--- config.mk ---
export PLATFORM = sky130hd
export DESIGN_NAME = mode_reg_features
export DESIGN_NICKNAME = d
export VERILOG_FILES = /design/src/mode_reg_pkg.sv /design/src/mode_reg_features.sv
export SDC_FILE = /design/constraint.sdc
export NUM_CORES = 1
export LEC_CHECK = 0
export ABC_AREA = 1
export CORE_MARGIN = 5
export CORE_UTILIZATION = 44
export DETAILED_ROUTE_END_ITERATION = 8
export DONT_BUFFER_PORTS = 1
export PLACE_DENSITY_LB_ADDON = 0.2
export SYNTH_ARGS = -nofsm -noshare
export SYNTH_HDL_FRONTEND = slang
export SYNTH_SLANG_ARGS = --single-unit
--- constraint.sdc ---
create_clock -name clk -period 0.97 [get_ports clk]
set_input_delay 0 -clock clk [delete_from_list [all_inputs] [get_ports clk]]
set_output_delay 0 -clock clk [all_outputs]
set_load 0.01 [all_outputs]
--- src/mode_reg_pkg.sv ---
// Field layout, codes and limits of the two feature mode registers
package mode_reg_pkg;
   // ------------------------------------------------------------
   // Command word and register select
   // ------------------------------------------------------------
   localparam int unsigned MR_WIDTH = 19;
   localparam logic [2:0] SEL_MODE_REGISTER_ONE = 3'h1;
   localparam logic [2:0] SEL_MODE_REGISTER_TWO = 3'h2;
   localparam logic [18:0] MODE_REGISTER_ONE_RESET = 19'h00000;
   localparam logic [18:0] MODE_REGISTER_TWO_RESET = 19'h00000;
   // ------------------------------------------------------------
   // Mode register one fields
   // ------------------------------------------------------------
   localparam int unsigned MR1_TERM_STROBE_BIT = 11;
   localparam int unsigned MR1_NOM_TERM_HI_BIT = 9;
   localparam int unsigned MR1_NOM_TERM_MID_BIT = 6;
   localparam int unsigned MR1_NOM_TERM_LO_BIT = 2;
   localparam int unsigned MR1_WRITE_LEVEL_BIT = 7;
   localparam int unsigned MR1_ADD_LAT_HI_BIT = 4;
   localparam int unsigned MR1_ADD_LAT_LO_BIT = 3;
   // ------------------------------------------------------------
   // Mode register two fields
   // ------------------------------------------------------------
   localparam int unsigned MR2_CWL_LSB = 3;
   localparam int unsigned MR2_AUTO_SR_BIT = 6;
   localparam int unsigned MR2_SR_TEMP_BIT = 7;
   localparam int unsigned MR2_WR_TERM_HI_BIT = 10;
   localparam int unsigned MR2_WR_TERM_LO_BIT = 9;
   localparam logic [18:0] MR2_RESERVED_MASK = 19'h4f907;
   // ------------------------------------------------------------
   // Encodings
   // ------------------------------------------------------------
   localparam logic [1:0] AL_ZERO = 2'h0;
   localparam logic [1:0] AL_CL_MINUS_ONE = 2'h1;
   localparam logic [1:0] AL_CL_MINUS_TWO = 2'h2;
   localparam logic [3:0] CWL_BASE = 4'h5;
   localparam logic [2:0] NOM_TERM_OFF = 3'h0;
   localparam int unsigned TEMP_SWITCH_C = 85;
   // Termination divisors of RZQ by nominal code 1..5
   localparam logic [3:0] DIV_CODE1 = 4'h4;
   localparam logic [3:0] DIV_CODE2 = 4'h2;
   localparam logic [3:0] DIV_CODE3 = 4'h6;
   localparam logic [3:0] DIV_CODE4 = 4'hc;
   localparam logic [3:0] DIV_CODE5 = 4'h8;
   typedef enum logic [1:0] {TERM_HIGH_Z, TERM_NOMINAL, TERM_WRITE} term_sel_t;
endpackage

--- src/mode_reg_features.sv ---
// Feature decode of mode registers one and two with termination control
// ------------------------------------------------------------
// ------------------------------------------------------------
`timescale 1ns/10ps
module mode_reg_features #(
   parameter int unsigned X8_PART = 1
) (
   input wire logic clk,
   input wire logic rst_n,
   input wire logic mrs_valid,
   input wire logic [2:0] mrs_select,
   input wire logic [18:0] mrs_data,
   input wire logic [3:0] cas_latency,
   input wire logic init_done,
   input wire logic read_active,
   input wire logic self_refresh,
   input wire logic write_burst,
   input wire logic hot_case,
   input wire logic termination_pin,
   output logic termination_strobe_active,
   output logic termination_strobe_n_used,
   output logic data_mask_enable,
   output logic termination_on,
   output logic [1:0] termination_select,
   output logic [3:0] nominal_termination,
   output logic [1:0] write_termination,
   output logic write_leveling,
   output logic [3:0] additive_latency,
   output logic additive_latency_reserved,
   output logic [3:0] cas_write_latency,
   output logic [4:0] overall_write_latency,
   output logic automatic_self_refresh,
   output logic self_refresh_temperature,
   output logic double_refresh_rate
);
   initial begin
      if (X8_PART > 1) $error("X8_PART must be 0 or 1");
   end

   // ------------------------------------------------------------
   // Reset release
   // ------------------------------------------------------------
   logic rst_meta;
   logic rst_sync;
   always_ff @(posedge clk or negedge rst_n) begin
      if (!rst_n) begin
         rst_meta <= 1'b0;
         rst_sync <= 1'b0;
      end else begin
         rst_meta <= 1'b1;
         rst_sync <= rst_meta;
      end
   end

   // ------------------------------------------------------------
   // Mode registers
   // ------------------------------------------------------------
   logic [18:0] mode_register_one;
   // Power-up value only; reset never reaches register two
   logic [18:0] mode_register_two = mode_reg_pkg::MODE_REGISTER_TWO_RESET;
   wire load_one = mrs_valid && mrs_select == mode_reg_pkg::SEL_MODE_REGISTER_ONE;
   wire load_two = mrs_valid && mrs_select == mode_reg_pkg::SEL_MODE_REGISTER_TWO;
   // Reserved bits are stored as given; the controller model zeroes them for register two only
   always_ff @(posedge clk or negedge rst_sync) begin
      if (!rst_sync) begin
         mode_register_one <= mode_reg_pkg::MODE_REGISTER_ONE_RESET;
      end else if (load_one) begin
         mode_register_one <= mrs_data;
      end
   end
   // Register two is outside the reset's reach: only a load_two write changes it after power-up
   always_ff @(posedge clk) begin
      if (load_two) begin
         mode_register_two <= mrs_data;
      end
   end

   // ------------------------------------------------------------
   // Field decode
   // ------------------------------------------------------------
   wire strobe_bit = mode_register_one[mode_reg_pkg::MR1_TERM_STROBE_BIT];
   wire strobe_en = strobe_bit && X8_PART == 1;
   wire [2:0] nom_code = {mode_register_one[mode_reg_pkg::MR1_NOM_TERM_HI_BIT],
      mode_register_one[mode_reg_pkg::MR1_NOM_TERM_MID_BIT],
      mode_register_one[mode_reg_pkg::MR1_NOM_TERM_LO_BIT]};
   wire [1:0] al_code = {mode_register_one[mode_reg_pkg::MR1_ADD_LAT_HI_BIT],
      mode_register_one[mode_reg_pkg::MR1_ADD_LAT_LO_BIT]};
   wire wl_bit = mode_register_one[mode_reg_pkg::MR1_WRITE_LEVEL_BIT];
   wire [1:0] wr_code = {mode_register_two[mode_reg_pkg::MR2_WR_TERM_HI_BIT],
      mode_register_two[mode_reg_pkg::MR2_WR_TERM_LO_BIT]};
   wire [2:0] cwl_code = mode_register_two[mode_reg_pkg::MR2_CWL_LSB +: 3];
   wire asr_bit = mode_register_two[mode_reg_pkg::MR2_AUTO_SR_BIT];
   wire srt_bit = mode_register_two[mode_reg_pkg::MR2_SR_TEMP_BIT];

   logic [3:0] next_divisor;
   always_comb begin
      case (nom_code)
         3'h1: next_divisor = mode_reg_pkg::DIV_CODE1;
         3'h2: next_divisor = mode_reg_pkg::DIV_CODE2;
         3'h3: next_divisor = mode_reg_pkg::DIV_CODE3;
         3'h4: next_divisor = mode_reg_pkg::DIV_CODE4;
         3'h5: next_divisor = mode_reg_pkg::DIV_CODE5;
         default: next_divisor = 4'h0;
      endcase
   end

   logic [3:0] next_al;
   always_comb begin
      case (al_code)
         mode_reg_pkg::AL_ZERO: next_al = 4'h0;
         mode_reg_pkg::AL_CL_MINUS_ONE: next_al = cas_latency - 4'h1;
         mode_reg_pkg::AL_CL_MINUS_TWO: next_al = cas_latency - 4'h2;
         default: next_al = 4'h0;
      endcase
   end

   wire [3:0] next_cwl = mode_reg_pkg::CWL_BASE + {1'b0, cwl_code};
   wire [4:0] next_wl = {1'b0, next_cwl} + {1'b0, next_al};

   // ------------------------------------------------------------
   // Termination control
   // ------------------------------------------------------------
   wire nom_enabled = nom_code != mode_reg_pkg::NOM_TERM_OFF;
   // A reading or self refreshing device never terminates, whatever the pin says
   wire term_allowed = init_done && !read_active && !self_refresh;
   wire dyn_enabled = wr_code != 2'h0 && !wl_bit;
   wire write_phase = dyn_enabled && write_burst && termination_pin;
   wire nom_phase = nom_enabled && termination_pin && !write_phase;
   wire next_on = term_allowed && (nom_phase || write_phase);
   mode_reg_pkg::term_sel_t next_sel;
   assign next_sel = !next_on ? mode_reg_pkg::TERM_HIGH_Z :
      write_phase ? mode_reg_pkg::TERM_WRITE : mode_reg_pkg::TERM_NOMINAL;

   // ------------------------------------------------------------
   // Output registers
   // ------------------------------------------------------------
   always_ff @(posedge clk or negedge rst_sync) begin
      if (!rst_sync) begin
         termination_on <= 1'b0;
         termination_select <= 2'h0;
         termination_strobe_active <= 1'b0;
         nominal_termination <= 4'h0;
         write_termination <= 2'h0;
         write_leveling <= 1'b0;
         additive_latency <= 4'h0;
         additive_latency_reserved <= 1'b0;
         cas_write_latency <= 4'h0;
         overall_write_latency <= 5'h00;
         automatic_self_refresh <= 1'b0;
         self_refresh_temperature <= 1'b0;
         double_refresh_rate <= 1'b0;
      end else begin
         termination_on <= next_on;
         termination_select <= 2'(next_sel);
         termination_strobe_active <= strobe_en && next_on;
         nominal_termination <= next_divisor;
         write_termination <= wr_code;
         write_leveling <= wl_bit;
         additive_latency <= next_al;
         additive_latency_reserved <= al_code == 2'h3;
         cas_write_latency <= next_cwl;
         overall_write_latency <= next_wl;
         automatic_self_refresh <= asr_bit;
         self_refresh_temperature <= srt_bit;
         double_refresh_rate <= srt_bit || (asr_bit && hot_case);
      end
   end

   // Ball sharing follows the stored bit directly on X8 parts; with X8_PART 0 the data mask stays enabled
   assign data_mask_enable = !strobe_en;
   assign termination_strobe_n_used = strobe_en;

   // ------------------------------------------------------------
   // Checks
   // ------------------------------------------------------------
   a_read_blocks_term: assert property (@(posedge clk) disable iff (!rst_sync)
      read_active |=> !termination_on) else $error("termination on during read");
   a_pin_drives_term: assert property (@(posedge clk) disable iff (!rst_sync)
      (init_done && !read_active && !self_refresh && nom_enabled && termination_pin) |=> termination_on)
      else $error("termination not following pin");
   a_leveling_no_dyn: assert property (@(posedge clk) disable iff (!rst_sync)
      wl_bit |=> termination_select != 2'(mode_reg_pkg::TERM_WRITE))
      else $error("write termination during leveling");
   a_srt_doubles: assert property (@(posedge clk) disable iff (!rst_sync)
      srt_bit |=> double_refresh_rate) else $error("self refresh rate not doubled");
   a_asr_hot: assert property (@(posedge clk) disable iff (!rst_sync)
      (asr_bit && hot_case) |=> double_refresh_rate) else $error("auto refresh not doubled");
   a_normal_rate: assert property (@(posedge clk) disable iff (!rst_sync)
      (!srt_bit && !asr_bit) |=> !double_refresh_rate) else $error("rate doubled without cause");
   a_wl_sum: assert property (@(posedge clk) disable iff (!rst_sync)
      ##1 overall_write_latency == 5'(cas_write_latency) + 5'(additive_latency))
      else $error("write latency sum wrong");
   a_mask_sharing: assert property (@(posedge clk) disable iff (!rst_sync)
      data_mask_enable != termination_strobe_n_used) else $error("mask and strobe both on");
   a_strobe_follows: assert property (@(posedge clk) disable iff (!rst_sync)
      $rose(termination_on) && strobe_en && $past(strobe_en) |-> termination_strobe_active)
      else $error("strobe pair not terminated");
   a_one_reset: assert property (@(posedge clk) disable iff (!rst_sync)
      $rose(rst_sync) |-> mode_register_one == mode_reg_pkg::MODE_REGISTER_ONE_RESET)
      else $error("register one not cleared");
   a_write_swap: assert property (@(posedge clk) disable iff (!rst_sync)
      (term_allowed && dyn_enabled && write_burst && termination_pin)
      |=> termination_select == 2'(mode_reg_pkg::TERM_WRITE)) else $error("no write termination");

   // ------------------------------------------------------------
   // Decode checks
   // ------------------------------------------------------------
   a_div_code_one: assert property (@(posedge clk) disable iff (!rst_sync)
      nom_code == 3'h1
      |=> nominal_termination == mode_reg_pkg::DIV_CODE1)
      else $error("nominal divisor wrong for code one");
   a_div_code_two: assert property (@(posedge clk) disable iff (!rst_sync)
      nom_code == 3'h2
      |=> nominal_termination == mode_reg_pkg::DIV_CODE2)
      else $error("nominal divisor wrong for code two");
   a_div_code_three: assert property (@(posedge clk) disable iff (!rst_sync)
      nom_code == 3'h3
      |=> nominal_termination == mode_reg_pkg::DIV_CODE3)
      else $error("nominal divisor wrong for code three");
   a_div_code_four: assert property (@(posedge clk) disable iff (!rst_sync)
      nom_code == 3'h4
      |=> nominal_termination == mode_reg_pkg::DIV_CODE4)
      else $error("nominal divisor wrong for code four");
   a_div_code_five: assert property (@(posedge clk) disable iff (!rst_sync)
      nom_code == 3'h5
      |=> nominal_termination == mode_reg_pkg::DIV_CODE5)
      else $error("nominal divisor wrong for code five");
   a_div_code_off: assert property (@(posedge clk) disable iff (!rst_sync)
      (nom_code == 3'h0 || nom_code > 3'h5)
      |=> nominal_termination == 4'h0)
      else $error("divisor shown for off or reserved code");
   a_al_zero: assert property (@(posedge clk) disable iff (!rst_sync)
      al_code == mode_reg_pkg::AL_ZERO
      |=> additive_latency == 4'h0)
      else $error("additive latency not zero");
   a_al_minus_one: assert property (@(posedge clk) disable iff (!rst_sync)
      al_code == mode_reg_pkg::AL_CL_MINUS_ONE
      |=> additive_latency == $past(cas_latency) - 4'h1)
      else $error("additive latency not cl minus one");
   a_al_minus_two: assert property (@(posedge clk) disable iff (!rst_sync)
      al_code == mode_reg_pkg::AL_CL_MINUS_TWO
      |=> additive_latency == $past(cas_latency) - 4'h2)
      else $error("additive latency not cl minus two");
   a_al_reserved: assert property (@(posedge clk) disable iff (!rst_sync)
      al_code == 2'h3
      |=> additive_latency_reserved && additive_latency == 4'h0)
      else $error("reserved latency code not flagged");
   a_leveling_out: assert property (@(posedge clk) disable iff (!rst_sync)
      1'b1
      |=> write_leveling == $past(wl_bit))
      else $error("write leveling output wrong");
   a_wr_term_out: assert property (@(posedge clk) disable iff (!rst_sync)
      1'b1
      |=> write_termination == $past(wr_code))
      else $error("write termination field wrong");
   a_cwl_decode: assert property (@(posedge clk) disable iff (!rst_sync)
      1'b1
      |=> cas_write_latency == mode_reg_pkg::CWL_BASE + {1'b0, $past(cwl_code)})
      else $error("cas write latency wrong");
   a_not_allowed_off: assert property (@(posedge clk) disable iff (!rst_sync)
      !term_allowed
      |=> !termination_on && termination_select == 2'(mode_reg_pkg::TERM_HIGH_Z))
      else $error("termination on while not allowed");
   a_pin_low_off: assert property (@(posedge clk) disable iff (!rst_sync)
      !termination_pin
      |=> !termination_on)
      else $error("termination on with pin low");
   a_strobe_off: assert property (@(posedge clk) disable iff (!rst_sync)
      !strobe_en
      |=> !termination_strobe_active)
      else $error("strobe pair terminated while disabled");
   a_nominal_alone: assert property (@(posedge clk) disable iff (!rst_sync)
      (term_allowed && nom_enabled && termination_pin && !write_burst)
      |=> termination_select == 2'(mode_reg_pkg::TERM_NOMINAL))
      else $error("nominal termination not selected");
   a_asr_out: assert property (@(posedge clk) disable iff (!rst_sync)
      1'b1
      |=> automatic_self_refresh == $past(asr_bit))
      else $error("automatic self refresh output wrong");
   a_srt_out: assert property (@(posedge clk) disable iff (!rst_sync)
      1'b1
      |=> self_refresh_temperature == $past(srt_bit))
      else $error("self refresh temperature output wrong");
endmodule

==> run metrics <==
Setup CP Type=reg -> reg; slowest CP cell=dfrtp_1; TNS Setup=-4.742 ns; Largest stage delay, worst path=~0.39 ns; Routed wire per std cell=about 15 um; H-tree Lvls=2; vias post-DR=1143; min Tclk post-route=1.732 ns; final setup margin=-0.7621 ns; Core ar.=0.003689 mm2; Hold/Removal Path Class=in -> reg; dpl ws=-0.8072 ns; startpoint types=register; FMAX=577.3 MHz; max_cap viols=0; clock network power share=between 20% and 30%; port bufs=0; via-per-instance ratio=4.743; Comb pwr share=23.2%; CTS Buf Count=5; Pre-antenna DRT Iters=4; outcome=finished, violations left; nets=239; # fillers=approximately 280; GRT Util Overall=roughly 15%; Num Clock Sinks=43; CTS root buf=clkbuf_8; Die ar.=between 0.005 and 0.006 mm2; hold slack=-0.06956 ns; vias in the first global route=1271; layout cell share with drive strength beyond 1=37.82%; remaining antenna violation count=0; largest net degree at the start of global routing=24; Synth-to-Final Area Change=40.78%; maximum vdd drop=between 800 and 900 uV; Starting Density=46.00%; register area=0.001114 mm2; Post-Syn Nets=189; ant diodes=0; chip height=72.10 um; final slew viol count=0; GP Congestion=0.8126; number of DRC markers in iteration 0=between 90 and 100; most frequent cells in the layout=dfrtp_1, buf_4, dlygate4sd3_1; Setup Skew=0.005703 ns; most common cell after layout, fill and taps aside=dfrtp_1; Post-Syn Area=0.001697 mm2; Crit. End Element=register; final core occ=64.76%; violated checks=hold timing, setup timing; area of the multi-input gates=634.4 um2; Hold Vio Cnt, Final=1; Syn Inst Count=142; post-synthesis sequential area ratio=65.49%; Yosys reg bits=43; P_int=3.100 mW; hold buffer count at cts=17; maximum fanout along the worst path=4; Reg power frac=52.3%; Final Cycle Share=178.6%; DR DRC count=0; Finished Cell Area=0.002389 mm2; WL final=3.620 mm; CP arrival=around 1.9 ns; first-pass GRT wire length=between 5 and 6 mm; clk_lat worst skew=0.29 ns; Die X-Extent=72.10 um; CTS max path bufs=2; GRT overflow=0; CTS tree=yes; Rows=22; initial antenna violation count=0; Worst Path Required=1.14 ns; cell breakdown of the critical path=buf_4 > ha_4 > a21oi_1 > a311oi_2 > ha_1 > a21oi_2 > nand2_1; post-placement cell area=~0.002 mm2; RSZ-0062 raised after global routing=yes; Synth Warn #=0; dpl hpwl=2.601 mm; Switching Fraction=approximately 28%; # IOs=65; power per cell area=around 1800 mW/mm2; Synth cell types=28; leak pwr=1.133 nW; final setup fails=14; Synth Area per Inst=11.95 um2; sw power=1.235 mW; Reg clk slew, reported paths=0.07 ns
metrics by stage:
stage | total power, mW | hold slack (ns) | std cells
floorplan | 2.770 | -0.2956 | 142
global placement | 3.062 | -0.2955 | 209
detailed placement | 3.103 | -0.2955 | 209
CTS | 4.327 | -0.08152 | 238
global route | 4.594 | -0.07981 | 241
finish | 4.334 | -0.06956 | 241
power groups by stage:
stage,registers (mW),logic [mW],clock network [mW]
after floorplan,2.29,0.477,0
after global placement,2.31,0.754,0
after detailed placement,2.32,0.788,0
after CTS,2.27,0.952,1.10
after global routing,2.29,1.12,1.19
final,2.27,1.01,1.06
synth_stat cells:
| cell | n | area share, % |
|---|---|---|
| fa_1 | 1 | 1.2 |
| nor4_1 | 1 | 0.37 |
| nor2_1 | 14 | 3.1 |
| conb_1 | 2 | 0.44 |
| o21ai_0 | 3 | 0.88 |
| a311oi_1 | 1 | 0.52 |
| nand2_2 | 3 | 1.1 |
| buf_2 | 1 | 0.29 |
| nand3_2 | 1 | 0.59 |
| xor2_1 | 2 | 1.0 |
| a21o_1 | 2 | 0.88 |
| or2_0 | 1 | 0.37 |
| and3_1 | 1 | 0.37 |
| mux2_2 | 2 | 1.3 |
| a21oi_1 | 9 | 2.7 |
| inv_1 | 24 | 5.3 |
| and2_1 | 1 | 0.37 |
| nand4_1 | 1 | 0.37 |
| nand3b_1 | 1 | 0.44 |
| o22ai_1 | 1 | 0.37 |
| nand3_1 | 5 | 1.5 |
| dfrtp_1 | 36 | 53 |
| nand2_1 | 8 | 1.8 |
| edfxtp_1 | 7 | 12 |
| buf_4 | 1 | 0.44 |
| o31ai_1 | 1 | 0.44 |
| ha_1 | 11 | 8.1 |
| nor3_1 | 1 | 0.29 |
layer usage:
metal	share of wire, %	GRT usage [%]	vias to the layer above
met5	0	0	-
met4	1.5	5.010	0
met3	8.1	5.402	8
met2	51	26.19	41
met1	39	16.71	542
li1	-	-	552
final timing paths:
kind | cells after the start | start | slack (ns) | endpoint
max | 7 | mode_register_one[3]$_DFFE_PN0P_ | -0.76 | overall_write_latency[4]$_DFF_PN0_
min reg2reg | 0 | rst_sync$_DFF_PN0_ | 0.15 | overall_write_latency[1]$_DFF_PN0_
max reg2reg | 7 | mode_register_one[3]$_DFFE_PN0P_ | -0.76 | overall_write_latency[4]$_DFF_PN0_
max in group asynchronous | 2 | rst_n | 0.34 | rst_sync$_DFF_PN0_
min | 2 | cas_latency[0] | -0.07 | additive_latency[0]$_DFF_PN0_
min in group asynchronous | 0 | rst_sync$_DFF_PN0_ | 0.15 | overall_write_latency[1]$_DFF_PN0_
cell type report:
cell class / instances / share of cell area [%]
Sequential cell: 43 / 46.62
Tap cell: 48 / 2.514
Clock inverter: 2 / 0.5238
Inverter: 24 / 3.981
Timing Repair Buffer: 45 / 16.76
Clock buffer: 6 / 3.038
Multi-Input combinational cell: 73 / 26.56
repair_timing:
action	CTS	global route
pin swaps	13	9
resized for setup	11	6
setup buffers	4	3
hold endpoints to repair	23	1
endpoints found under the setup margin	15	16
registers in the layout (all words and copies together) (netlist names), 2 cells and up:
name,flops
mode_register_one,7
mode_register_two,7
overall_write_latency,5
additive_latency,4
cas_write_latency,4
nominal_termination,3
termination_select,2
write_termination,2
worst max-delay path: cells and delay by family (launching register included):
| kind | cells | cell delay, ns |
|---|---|---|
| DFF | 1 | 0.39 |
| adders and majority gates | 2 | 0.49 |
| buffers and inverters | 1 | 0.14 |
| and+or+nand+nor | 1 | 0.07 |
| AOI/OAI and AO/OA | 3 | 0.53 |
cells by family (layout without fill, tap and decap cells):
group / after synthesis / count (layout) / synth area share, %
other: 2 / 2 / 0.4426
and+or+nand+nor: 38 / 38 / 10.62
xor gates and xnor gates: 2 / 2 / 1.033
adders and majority gates: 12 / 12 / 9.292
buffers and inverters: 26 / 77 / 6.047
AOI/OAI and AO/OA: 17 / 17 / 5.752
muxes: 2 / 2 / 1.327
DFF: 43 / 43 / 65.49
Power figures use the tool's default switching activity.
